`src/design/panel_defs.svh`:
```
`ifndef PANEL_DEFS_SVH
`define PANEL_DEFS_SVH
// =====================================
// widths
`define WORD_W 16
`define BANK_W 2
`define ADDR_W 18
`define VIEW_W 5
`define VIEW_COUNT 17
// number of synchronised level switches and spring-return presses
`define LEVEL_W 27
`define PRESS_W 5
// =====================================
// reset values and step size
`define STEP_SIZE 16'h0001
`define WORD_RST 16'h0000
`define BANK_RST 2'h0
// only the address view lamp is lit out of reset
`define LAMPS_RST 17'h00001
`endif

```
`src/design/panel_pkg.sv`:
```
package panel_pkg;
  // =====================================
  // register selection views, one lamp each
  typedef enum logic [4:0] {
    address_view = 5'h00, mem_data_view = 5'h01, sp2_view = 5'h02, sp3_view = 5'h03,
    ra_view = 5'h04, rb_view = 5'h05, rc_view = 5'h06, rd_view = 5'h07,
    status_view = 5'h08, program_base_view = 5'h09, p_view = 5'h0A, pl_view = 5'h0B,
    dl_view = 5'h0C, data_base_view = 5'h0D, q_view = 5'h0E, s_view = 5'h0F,
    z_view = 5'h10
  } view_type;
  // memory display sequencer
  typedef enum logic [0:0] {
    idle_st = 1'b0,
    wait_read_st = 1'b1
  } mstate_type;
  // whole state of the panel control
  typedef struct packed {
    mstate_type mst;
    view_type view;
    logic [15:0] ptr;
    logic [1:0] abs_bank;
    logic [1:0] prog_bank;
    logic [1:0] stk_bank;
    logic [1:0] dat_bank;
    logic [15:0] mem_data;
    logic bkpt_cause;
    logic halt_req;
    logic reg_wr;
    view_type reg_wr_view;
    logic [15:0] reg_wr_data;
    logic rd_req;
    logic wr_req;
    logic [17:0] addr;
    logic [15:0] wr_data;
    logic [15:0] disp_word;
    logic [1:0] disp_bank;
    logic [16:0] lamps;
    logic bkpt_lamp;
    logic sys_lamp;
    logic run_lamp;
  } panel_state_type;
endpackage

```
`src/design/level_sync.sv`:
```
`timescale 1ns/10ps
// =====================================
// two-stage synchroniser for operator levels
module level_sync #(
  parameter int WIDTH = 27
) (
  // clock, reset, enable
  input wire logic clk_sys,
  input wire logic nrst,
  input wire logic ce,
  // levels
  input wire logic [WIDTH-1:0] din,
  output logic [WIDTH-1:0] dout
);
  // both stages in one state word
  typedef struct packed {
    logic [WIDTH-1:0] s1;
    logic [WIDTH-1:0] s2;
  } lsync_type;
  lsync_type r, next_r;
  // first stage feeds only the second
  always_comb begin
    next_r = r;
    next_r.s1 = din;
    next_r.s2 = r.s1;
  end
  // register, frozen while ce low
  always_ff @(posedge clk_sys) begin
    if (!nrst) begin
      r <= '0;
    end else if (ce) begin
      r <= next_r;
    end
  end
  assign dout = r.s2;
endmodule // level_sync

```
`src/design/press_pulse.sv`:
```
`timescale 1ns/10ps
// =====================================
// synchronise spring-return presses and make one pulse per press
module press_pulse #(
  parameter int WIDTH = 5
) (
  // clock, reset, enable
  input wire logic clk_sys,
  input wire logic nrst,
  input wire logic ce,
  // raw switches and pulses
  input wire logic [WIDTH-1:0] press,
  output logic [WIDTH-1:0] pulse
);
  // s3 remembers the last synchronised level for the edge
  typedef struct packed {
    logic [WIDTH-1:0] s1;
    logic [WIDTH-1:0] s2;
    logic [WIDTH-1:0] s3;
  } psync_type;
  psync_type r, next_r;
  // shift chain; s1 is read by s2 alone
  always_comb begin
    next_r = r;
    next_r.s1 = press;
    next_r.s2 = r.s1;
    next_r.s3 = r.s2;
  end
  // register, frozen while ce low
  always_ff @(posedge clk_sys) begin
    if (!nrst) begin
      r <= '0;
    end else if (ce) begin
      r <= next_r;
    end
  end
  assign pulse = ce ? (r.s2 & ~r.s3) : '0;
endmodule // press_pulse

```
`src/design/maintenance_panel_control.sv`:
```
`timescale 1ns/10ps
`include "panel_defs.svh"
module maintenance_panel_control
  import panel_pkg::*;
(
  // clock, reset, enable
  input wire logic clk_sys,
  input wire logic nrst,
  input wire logic ce,
  // operator switches
  input wire logic [15:0] switch_word,
  input wire logic bank_switch_bit_lo,
  input wire logic bank_switch_bit_hi,
  input wire logic [4:0] select_code,
  input wire logic select_press,
  input wire logic load_switch_press,
  input wire logic load_display_press,
  input wire logic mem_display_press,
  input wire logic mem_store_press,
  input wire logic incr_enable,
  input wire logic decr_enable,
  input wire logic read_bkpt_enable,
  input wire logic store_bkpt_enable,
  // lamps
  output logic [16:0] select_lamps,
  output logic [15:0] display_word,
  output logic [1:0] display_bank,
  output logic breakpoint_halt_indicator,
  output logic system_halt_indicator,
  output logic run_indicator,
  // cpu register set
  input wire logic cpu_running,
  input wire logic cpu_halted,
  input wire logic cpu_error_halt,
  input wire logic [15:0] cpu_reg_data,
  output logic [4:0] display_view,
  output logic cpu_halt_req,
  output logic reg_wr,
  output logic [4:0] reg_wr_view,
  output logic [15:0] reg_wr_data,
  // bank registers
  output logic [1:0] program_bank,
  output logic [1:0] stack_bank,
  output logic [1:0] data_bank,
  // panel memory port
  output logic mem_rd_req,
  output logic mem_wr_req,
  output logic [17:0] mem_addr,
  output logic [15:0] mem_wr_data,
  input wire logic mem_rvalid,
  input wire logic [15:0] mem_rdata,
  // memory traffic monitor
  input wire logic mon_rd_valid,
  input wire logic [15:0] mon_rd_data,
  input wire logic mon_wr_valid,
  input wire logic [15:0] mon_wr_data,
  input wire logic [1:0] mon_wr_module
);
  // =====================================
  // synchronised operator inputs
  logic [`LEVEL_W-1:0] lvl; // synchronised levels
  logic [`PRESS_W-1:0] pls; // one-cycle press pulses
  logic [15:0] sw; // switch word
  logic [1:0] sw_bank; // bank switch pair
  logic [4:0] sw_sel; // selection code
  logic inc_en, dec_en, rbk_en, sbk_en;
  logic sel_p, lsw_p, ldisp_p, mdisp_p, mstore_p;
  logic rd_match, wr_match, step_ok;
  logic bkpt_lamp_cause; // helper for checks
  panel_state_type r, next_r;

  // all operator pins come from outside the clock domain
  level_sync #(.WIDTH(`LEVEL_W)) u_lvl (
    .clk_sys(clk_sys),
    .nrst(nrst),
    .ce(ce),
    .din({switch_word, bank_switch_bit_hi, bank_switch_bit_lo, select_code,
          incr_enable, decr_enable, read_bkpt_enable, store_bkpt_enable}),
    .dout(lvl)
  );
  press_pulse #(.WIDTH(`PRESS_W)) u_press (
    .clk_sys(clk_sys),
    .nrst(nrst),
    .ce(ce),
    .press({select_press, load_switch_press, load_display_press,
            mem_display_press, mem_store_press}),
    .pulse(pls)
  );
  assign {sw, sw_bank, sw_sel, inc_en, dec_en, rbk_en, sbk_en} = lvl;
  assign {sel_p, lsw_p, ldisp_p, mdisp_p, mstore_p} = pls;

  // =====================================
  // helper functions
  // step pointer; both enables together leave it alone
  function automatic logic [15:0] step_ptr(input logic [15:0] p, input logic inc,
                                           input logic dec);
    logic [15:0] q;
    q = p;
    if (inc && !dec) begin
      q = 16'(p + `STEP_SIZE);
    end else if (dec && !inc) begin
      q = 16'(p - `STEP_SIZE);
    end
    return q;
  endfunction
  // one-hot selection lamp for a view
  function automatic logic [16:0] lamp_of(input view_type v);
    logic [16:0] l;
    l = '0;
    l[v] = 1'b1;
    return l;
  endfunction

  // =====================================
  // breakpoint comparators
  // read data match
  assign rd_match = rbk_en && mon_rd_valid && (mon_rd_data == sw);
  assign wr_match = sbk_en && mon_wr_valid && (mon_wr_data == sw) && (mon_wr_module == sw_bank);
  // presses that use memory are refused while a read is pending
  assign step_ok = (r.mst == idle_st);
  assign bkpt_lamp_cause = cpu_halted && r.bkpt_cause;

  // =====================================
  // next state
  always_comb begin
    next_r = r;
    next_r.halt_req = 1'b0;
    next_r.reg_wr = 1'b0;
    next_r.rd_req = 1'b0;
    next_r.wr_req = 1'b0;
    // halt on either match; set wins over running clear
    if (rd_match || wr_match) begin
      next_r.halt_req = 1'b1;
      next_r.bkpt_cause = 1'b1;
    end else if (cpu_running) begin
      next_r.bkpt_cause = 1'b0;
    end
    // operator picks a view; codes beyond the last view are ignored
    if (sel_p && (sw_sel < 5'(`VIEW_COUNT))) begin
      next_r.view = view_type'(sw_sel);
    end
    if (lsw_p) begin
      case (r.view)
        address_view: begin
          next_r.ptr = sw;
          next_r.abs_bank = sw_bank;
        end
        mem_data_view: begin
          next_r.mem_data = sw;
        end
        program_base_view: begin
          next_r.prog_bank = sw_bank;
        end
        z_view: begin
          next_r.stk_bank = sw_bank;
        end
        data_base_view: begin
          next_r.dat_bank = sw_bank;
        end
        default: begin
        end
      endcase
      // registers held in the CPU get a write pulse
      if (r.view != address_view && r.view != mem_data_view) begin
        next_r.reg_wr = 1'b1;
        next_r.reg_wr_view = r.view;
        next_r.reg_wr_data = sw;
      end
    end else if (ldisp_p) begin
      // pointer and bank from display lamps
      next_r.ptr = r.disp_word;
      next_r.abs_bank = r.disp_bank;
    end else if (mdisp_p && step_ok) begin
      next_r.view = mem_data_view;
      next_r.rd_req = 1'b1;
      next_r.addr = {r.abs_bank, r.ptr};
      next_r.mst = wait_read_st;
      next_r.ptr = step_ptr(r.ptr, inc_en, dec_en);
    end else if (mstore_p && step_ok) begin
      next_r.wr_req = 1'b1;
      next_r.addr = {r.abs_bank, r.ptr};
      next_r.wr_data = sw;
      next_r.ptr = step_ptr(r.ptr, inc_en, dec_en);
    end
    // memory display sequencer
    case (r.mst)
      idle_st: begin
      end
      wait_read_st: begin
        if (mem_rvalid) begin
          next_r.mem_data = mem_rdata;
          next_r.mst = idle_st;
        end
      end
      default: begin
        next_r.mst = idle_st;
      end
    endcase
    // display multiplexer, one cycle behind the view
    next_r.disp_bank = `BANK_RST;
    case (r.view)
      address_view: begin
        next_r.disp_word = r.ptr;
        next_r.disp_bank = r.abs_bank;
      end
      mem_data_view: begin
        next_r.disp_word = r.mem_data;
      end
      program_base_view, p_view, pl_view: begin
        next_r.disp_word = cpu_reg_data;
        next_r.disp_bank = r.prog_bank;
      end
      data_base_view: begin
        next_r.disp_word = cpu_reg_data;
        next_r.disp_bank = r.dat_bank;
      end
      dl_view, q_view, s_view, z_view: begin
        next_r.disp_word = cpu_reg_data;
        next_r.disp_bank = r.stk_bank;
      end
      default: begin
        next_r.disp_word = cpu_reg_data;
      end
    endcase
    next_r.lamps = lamp_of(next_r.view);
    next_r.bkpt_lamp = bkpt_lamp_cause;
    next_r.sys_lamp = cpu_halted && cpu_error_halt;
    next_r.run_lamp = cpu_running;
  end

  // =====================================
  // state register, frozen while ce low
  always_ff @(posedge clk_sys) begin
    if (!nrst) begin
      r <= '0;
      r.lamps <= `LAMPS_RST;
    end else if (ce) begin
      r <= next_r;
    end
  end

  // =====================================
  // outputs, all from flip-flops
  assign select_lamps = r.lamps;
  assign display_word = r.disp_word;
  assign display_bank = r.disp_bank;
  assign breakpoint_halt_indicator = r.bkpt_lamp;
  assign system_halt_indicator = r.sys_lamp;
  assign run_indicator = r.run_lamp;
  assign display_view = r.view;
  assign cpu_halt_req = r.halt_req;
  assign reg_wr = r.reg_wr;
  assign reg_wr_view = r.reg_wr_view;
  assign reg_wr_data = r.reg_wr_data;
  assign program_bank = r.prog_bank;
  assign stack_bank = r.stk_bank;
  assign data_bank = r.dat_bank;
  assign mem_rd_req = r.rd_req;
  assign mem_wr_req = r.wr_req;
  assign mem_addr = r.addr;
  assign mem_wr_data = r.wr_data;

  // =====================================
  // checks
  // store breakpoint halt
  property p_store_bkpt;
    @(posedge clk_sys) disable iff (!nrst) (ce && wr_match) |=> (cpu_halt_req && r.bkpt_cause);
  endproperty
  a_store_bkpt: assert property (p_store_bkpt) else $error("store match gave no halt");
  property p_read_bkpt;
    @(posedge clk_sys) disable iff (!nrst) (ce && rd_match) |=> cpu_halt_req;
  endproperty
  a_read_bkpt: assert property (p_read_bkpt) else $error("read match gave no halt");
  property p_bkpt_lamp;
    @(posedge clk_sys) disable iff (!nrst)
      ce |=> (breakpoint_halt_indicator == $past(bkpt_lamp_cause));
  endproperty
  a_bkpt_lamp: assert property (p_bkpt_lamp) else $error("breakpoint lamp wrong");
  property p_sys_lamp;
    @(posedge clk_sys) disable iff (!nrst)
      (ce && cpu_halted && cpu_error_halt) |=> system_halt_indicator;
  endproperty
  a_sys_lamp: assert property (p_sys_lamp) else $error("system halt lamp dark");
  property p_run_lamp;
    @(posedge clk_sys) disable iff (!nrst) ce |=> (run_indicator == $past(cpu_running));
  endproperty
  a_run_lamp: assert property (p_run_lamp) else $error("run lamp wrong");
  property p_mdata_sel;
    @(posedge clk_sys) disable iff (!nrst)
      (ce && mdisp_p && step_ok && !lsw_p && !ldisp_p) |=> (select_lamps == 17'h00002);
  endproperty
  a_mdata_sel: assert property (p_mdata_sel) else $error("memory data lamp not alone");
  property p_incr;
    @(posedge clk_sys) disable iff (!nrst)
      (ce && mdisp_p && step_ok && !lsw_p && !ldisp_p && inc_en && !dec_en)
      |=> (r.ptr == 16'($past(r.ptr) + 16'h0001));
  endproperty
  a_incr: assert property (p_incr) else $error("pointer not incremented");
  property p_decr;
    @(posedge clk_sys) disable iff (!nrst)
      (ce && mstore_p && !mdisp_p && step_ok && !lsw_p && !ldisp_p && dec_en && !inc_en)
      |=> (r.ptr == 16'($past(r.ptr) - 16'h0001));
  endproperty
  a_decr: assert property (p_decr) else $error("pointer not decremented");
  property p_bank_kept;
    @(posedge clk_sys) disable iff (!nrst)
      (ce && (mdisp_p || mstore_p) && step_ok && !lsw_p && !ldisp_p) |=> $stable(r.abs_bank);
  endproperty
  a_bank_kept: assert property (p_bank_kept) else $error("step touched absolute bank");
  property p_load_disp;
    @(posedge clk_sys) disable iff (!nrst)
      (ce && ldisp_p && !lsw_p) |=> (r.ptr == $past(display_word));
  endproperty
  a_load_disp: assert property (p_load_disp) else $error("pointer not loaded");
  // dark bank lamps on memory word
  property p_dark_bank;
    @(posedge clk_sys) disable iff (!nrst)
      (ce && r.view == mem_data_view) |=> (display_bank == 2'h0);
  endproperty
  a_dark_bank: assert property (p_dark_bank) else $error("bank lamps lit for memory");
  // main scenarios
  c_mem_read: cover property (@(posedge clk_sys) mem_rd_req ##[1:20] mem_rvalid);
  c_bkpt: cover property (@(posedge clk_sys) cpu_halt_req ##[1:20] breakpoint_halt_indicator);
  c_reg_load: cover property (@(posedge clk_sys) disable iff (!nrst) reg_wr);
endmodule // maintenance_panel_control

```
`config.mk`:
```
export PLATFORM = sky130hd
export DESIGN_NAME = maintenance_panel_control
export DESIGN_NICKNAME = d
export VERILOG_FILES = /design/src/design/panel_pkg.sv /design/src/design/level_sync.sv /design/src/design/press_pulse.sv /design/src/design/maintenance_panel_control.sv
export VERILOG_INCLUDE_DIRS = /design/src /design/src/design
export SDC_FILE = /design/constraint.sdc
export NUM_CORES = 1
export LEC_CHECK = 0
export BUFFER_PORTS_ARGS = -buffer_cell sky130_fd_sc_hd__buf_2
export CELL_PAD_IN_SITES_DETAIL_PLACEMENT = 1
export CELL_PAD_IN_SITES_GLOBAL_PLACEMENT = 1
export CORE_MARGIN = 2
export CORE_UTILIZATION = 35
export DETAILED_ROUTE_END_ITERATION = 6
export PLACE_DENSITY_LB_ADDON = 0.1
export REMOVE_ABC_BUFFERS = 1
export SLEW_MARGIN = 15
export SYNTH_ARGS = -nofsm -noshare
export SYNTH_HDL_FRONTEND = slang
export SYNTH_SLANG_ARGS = --single-unit
export TNS_END_PERCENT = 30
```
`constraint.sdc`:
```
create_clock -name clk_sys -period 2.4 [get_ports clk_sys]
set_clock_uncertainty 0.1 [all_clocks]
set_input_delay 0.24 -clock clk_sys [delete_from_list [all_inputs] [get_ports clk_sys]]
set_output_delay 0.24 -clock clk_sys [all_outputs]
set_load 0.005 [all_outputs]
```
==> impl_table.tex <==
\begin{tabular}{lr}
\hline
Metric & Value \\
\hline
\multicolumn{2}{l}{\textbf{Floorplanning}} \\
\quad Die ar. & around 32000 sq um \\
\quad Die Span Y & about 180 um \\
\quad Effective utilization at floorplan & 0.356 \\
\quad Number of primary I/O pins & 215 \\
\quad Die width & about 180 um \\
\quad Core area & roughly 30000 sq um \\
\quad FP Rows & 63 \\
\multicolumn{2}{l}{\textbf{Timing}} \\
\quad Ratio of final minimum period to clock period & 1.01 \\
\quad Post-route setup TNS & -0.0340 ns \\
\quad Fmax & $\sim$0.41 GHz \\
\quad Max Transition Viols Final & 0 \\
\quad Shortest period the worst path allows & 2.43 ns \\
\quad Measured slew at the worst slew-check pin & around 1.1 ns \\
\quad Number of failing hold endpoints at the final stage & 0 \\
\quad Relative slew slack & 0.273 \\
\quad Unrepaired setup endpoints after global routing & yes \\
\quad Final Hold Slack & 0.0279 ns \\
\quad Final setup violation count & 1 \\
\quad Worst Setup Slack, final & -0.0340 ns \\
\multicolumn{2}{l}{\textbf{Yosys}} \\
\quad Count leader, synth & sky130\_fd\_sc\_hd\_\_dfxtp\_1 \\
\quad FF+latch count, synth & 213 \\
\quad Synthesized cell area & $\sim$11000 sq um \\
\quad Area leader, netlist & sky130\_fd\_sc\_hd\_\_dfxtp\_1 \\
\quad Mapped Cells & $\sim$1200 \\
\quad Number of unique standard cell types used by synthesis & a little over 70 \\
\quad Proportion of synthesized chip area in sequential cells & 0.404 \\
\quad Top flip-flop cell by instance count after synthesis & sky130\_fd\_sc\_hd\_\_dfxtp\_1 \\
\quad Most instantiated cells after synthesis & sky130\_fd\_sc\_hd\_\_dfxtp\_1, sky130\_fd\_sc\_hd\_\_nor2\_1, sky130\_fd\_sc\_hd\_\_nand2\_1, sky130\_fd\_sc\_hd\_\_mux2i\_1, sky130\_fd\_sc\_hd\_\_a21oi\_1 \\
\quad Number of synthesized flops with an enable pin & 0 \\
\quad Share of Yosys cell area claimed by the top area cell type & 0.404 \\
\quad YS warnings & 0 \\
\quad Cell types with the largest area share after synthesis & sky130\_fd\_sc\_hd\_\_dfxtp\_1, sky130\_fd\_sc\_hd\_\_mux2i\_1, sky130\_fd\_sc\_hd\_\_buf\_4, sky130\_fd\_sc\_hd\_\_nor2\_1, sky130\_fd\_sc\_hd\_\_a21oi\_1 \\
\quad Mean instance size in the synthesized netlist & 8.55 sq um \\
\quad Proportion of synthesized flip-flops having asynchronous set or reset & 0 \\
\multicolumn{2}{l}{\textbf{Finish}} \\
\quad Utilization of the core after routing & 0.455 \\
\quad Final-layout fill cell count & $\sim$3500 \\
\quad Share of final-layout standard cells stronger than drive strength 1 & 0.276 \\
\quad Area taken by flip-flops and latches & $\sim$4300 sq um \\
\quad Area of combinational cells with multiple inputs & approximately 5300 sq um \\
\quad P\&R area growth vs syn & 28.0\% \\
\quad Net count, final & 1578 \\
\multicolumn{2}{l}{\textbf{Power}} \\
\quad Switching Share & 0.261 \\
\quad Combinational group share of total power & 0.135 \\
\quad Internal power consumption & between 0.006 and 0.007 W \\
\quad Share of power burned in registers & 0.419 \\
\quad Total leakage power & 6.08 nW \\
\quad Clock power share & 0.446 \\
\quad Worst vdd ir & 0.000466 V \\
\quad Total net switching power & 0.00231 W \\
\quad Total power per unit cell area & around 660 nW/um\^{}2 \\
\multicolumn{2}{l}{\textbf{Drt}} \\
\quad DRT iter0 DRCs & 437 \\
\quad Ratio of routed vias to standard cells & 5.11 \\
\quad Antenna-violating nets left & 0 \\
\quad Total length of routed wires & roughly 36000 um \\
\quad Detailed-route via count & roughly 9500 \\
\quad Wirelength per Cell & around 20 um \\
\quad Count of TritonRoute iterations in the first routing pass & 5 \\
\quad DRC & 0 \\
\multicolumn{2}{l}{\textbf{Critical path}} \\
\quad Startpoint-to-endpoint class of the critical path & register to register \\
\quad Cell-by-cell listing of the critical path & inv\_2, ha\_4, inv\_4, buf\_6, ha\_4, nand3\_4, nor4\_4, nor2\_4, a2111o\_1, a41o\_1, a21oi\_2 \\
\quad Data required time at the worst endpoint & 2.76 ns \\
\quad Startpoint Class & register \\
\quad Worst Path Max Fanout & 5 \\
\quad Crit path largest cell delay & about 0.36 ns \\
\quad R2r setup slk & -0.03 ns \\
\quad Category of the worst setup path capture point & register \\
\quad Most frequent cell on the critical path & sky130\_fd\_sc\_hd\_\_ha\_4 \\
\quad Critical path's slowest cell & sky130\_fd\_sc\_hd\_\_nor4\_4 \\
\quad Data arrival time of the critical path & 2.80 ns \\
\multicolumn{2}{l}{\textbf{Min path}} \\
\quad Type of the tightest min-delay check & primary input to register \\
\multicolumn{2}{l}{\textbf{Flow run}} \\
\quad Max Cap Viol & 0 \\
\multicolumn{2}{l}{\textbf{CTS}} \\
\quad Buffer cell driving the clock tree root & sky130\_fd\_sc\_hd\_\_clkbuf\_16 \\
\quad \# H-tree levels & 1 \\
\quad Clock Path Buffers & 3 \\
\quad Worst skew pair latency & 0.54 ns \\
\quad Clock sinks & 213 \\
\quad Number of clock buffers inserted by TritonCTS & 26 \\
\quad Clock-pin transition on the worst setup and hold timing paths & 0.06 ns \\
\quad Clock tree from TritonCTS & done \\
\multicolumn{2}{l}{\textbf{Global routing}} \\
\quad Maximum number of pins on one net before global-route repair & 120 \\
\quad Vias in the first global route & 9952 \\
\quad First-pass GRT wire length & 56400 um \\
\quad Aggregate global-route resource usage & 0.228 \\
\quad Number of antenna violations at the first check in global routing & 3 \\
\quad GRT overflow & 0 \\
\multicolumn{2}{l}{\textbf{Placed design}} \\
\quad Placer's final routability congestion estimate & 0.896 \\
\quad HPWL after detailed placement & about 26000 um \\
\quad Number of input and output port buffers inserted & around 210 \\
\multicolumn{2}{l}{\textbf{Outcome}} \\
\quad Violated checks & negative setup slack \\
\quad Outcome & finished with violations \\
\hline
\end{tabular}
[layout by cell type (no fill, tap or decap), types with 5 or more instances in the layout]
cell type / count
sky130_fd_sc_hd__o22ai_1: 21
sky130_fd_sc_hd__a21o_1: 7
sky130_fd_sc_hd__buf_2: 213
sky130_fd_sc_hd__mux2i_1: 121
sky130_fd_sc_hd__nor4_1: 6
sky130_fd_sc_hd__nand3_1: 21
sky130_fd_sc_hd__a21oi_2: 5
sky130_fd_sc_hd__dfxtp_1: 211
sky130_fd_sc_hd__xnor2_1: 15
sky130_fd_sc_hd__ha_1: 10
sky130_fd_sc_hd__dlygate4sd3_1: 63
sky130_fd_sc_hd__clkinv_2: 9
sky130_fd_sc_hd__a21oi_1: 110
sky130_fd_sc_hd__o21ai_1: 29
sky130_fd_sc_hd__ha_4: 7
sky130_fd_sc_hd__nand4_1: 7
sky130_fd_sc_hd__o211ai_1: 12
sky130_fd_sc_hd__nand2b_1: 5
sky130_fd_sc_hd__a22o_1: 11
sky130_fd_sc_hd__nor2b_1: 5
sky130_fd_sc_hd__and3_1: 5
sky130_fd_sc_hd__buf_4: 98
sky130_fd_sc_hd__a211oi_1: 5
sky130_fd_sc_hd__nor2_1: 156
sky130_fd_sc_hd__xor2_1: 27
sky130_fd_sc_hd__inv_1: 9
sky130_fd_sc_hd__o21ai_0: 10
sky130_fd_sc_hd__nand2_1: 137
sky130_fd_sc_hd__clkbuf_1: 5
sky130_fd_sc_hd__a22oi_1: 7
sky130_fd_sc_hd__clkbuf_16: 26
[layer usage]
| layer | vias to the layer above | track usage | part of all wire |
|---|---|---|---|
| li1 | 4615 | - | - |
| met1 | 4661 | 0.295 | 0.45 |
| met2 | 204 | 0.394 | 0.48 |
| met3 | 49 | 0.0371 | 0.044 |
| met4 | 4 | 0.0574 | 0.022 |
| met5 | - | 0 | 0.00066 |
[power groups by stage]
stage               logic [W]  registers [W]  clock network (W)
finish                0.00120        0.00370            0.00394
global route          0.00132        0.00371            0.00421
CTS                   0.00117        0.00370            0.00406
detailed placement    0.00104        0.00378                  0
global placement      0.00103        0.00378                  0
floorplan            0.000559        0.00376                  0
[state kept, by name, summed over array words and instances, names as in the netlist, 5 cells and up]
signal and flops:
mem_wr_data 16, display_word 16, u_lvl.next_r 27, select_lamps 17
reg_wr_data 16, mem_addr 18, u_lvl.dout 27, display_view 5
u_press.r 5, r 36, u_press.next_r 10, reg_wr_view 5
[worst max-delay path, delay by kind of cell (launching register included)]
| kind | cells | cell delay [ns] |
|---|---|---|
| fa+ha+maj | 2 | 0.43 |
| buf+inv | 3 | 0.25 |
| flops | 1 | 0.32 |
| simple gates | 3 | 0.54 |
| compound gates | 3 | 0.71 |
[layout make-up]
class | count | area share
diodes | 1 | 0.000185
clock buffers | 35 | 0.0537
clock inverters | 13 | 0.00955
inverters | 14 | 0.00426
multi-input cells | 820 | 0.395
flip-flops and latches | 213 | 0.316
well taps | 390 | 0.0362
repair buffers | 378 | 0.185
[metrics by stage]
step	cell area, sq um	total power (W)	cells	setup WS [ns]
2_1_floorplan	9450	0.00432	1047	-0.285
3_3_place_gp	11800	0.00480	1749	-0.273
3_5_place_dp	11800	0.00482	1749	-0.322
4_1_cts	13400	0.00893	1860	-0.000195
5_1_grt	13500	0.00924	1864	-0.169
6_report	13500	0.00884	1864	-0.0340
[cell families (layout without fill, tap and decap cells)]
kind of cell / count (synthesis) / after routing / share of synthesized area
DFF: 213 / 213 / 0.404
other: 0 / 1 / 0
muxes: 121 / 121 / 0.115
xor gates and xnor gates: 42 / 42 / 0.0349
adders and majority gates: 18 / 18 / 0.0221
and+or+nand+nor: 375 / 375 / 0.156
buffers and inverters: 201 / 440 / 0.109
AOI/OAI and AO/OA: 264 / 264 / 0.159
[final timing paths]
check,depth (start not counted),end,from
min reg2reg,2,reg_wr_data[14],reg_wr_data[14]
max,11,r[133],u_lvl.dout[2]
max reg2reg,11,r[133],u_lvl.dout[2]
min,5,display_word[5],cpu_reg_data[5]
[repair_timing]
item,in CTS,in global routing
pin swaps,6,6
hold endpoints to repair,65,0
hold buffers,63,0
resized for setup,24,16
setup buffers,0,3
endpoints found under the setup margin,10,12
Power figures use the tool's default switching activity.
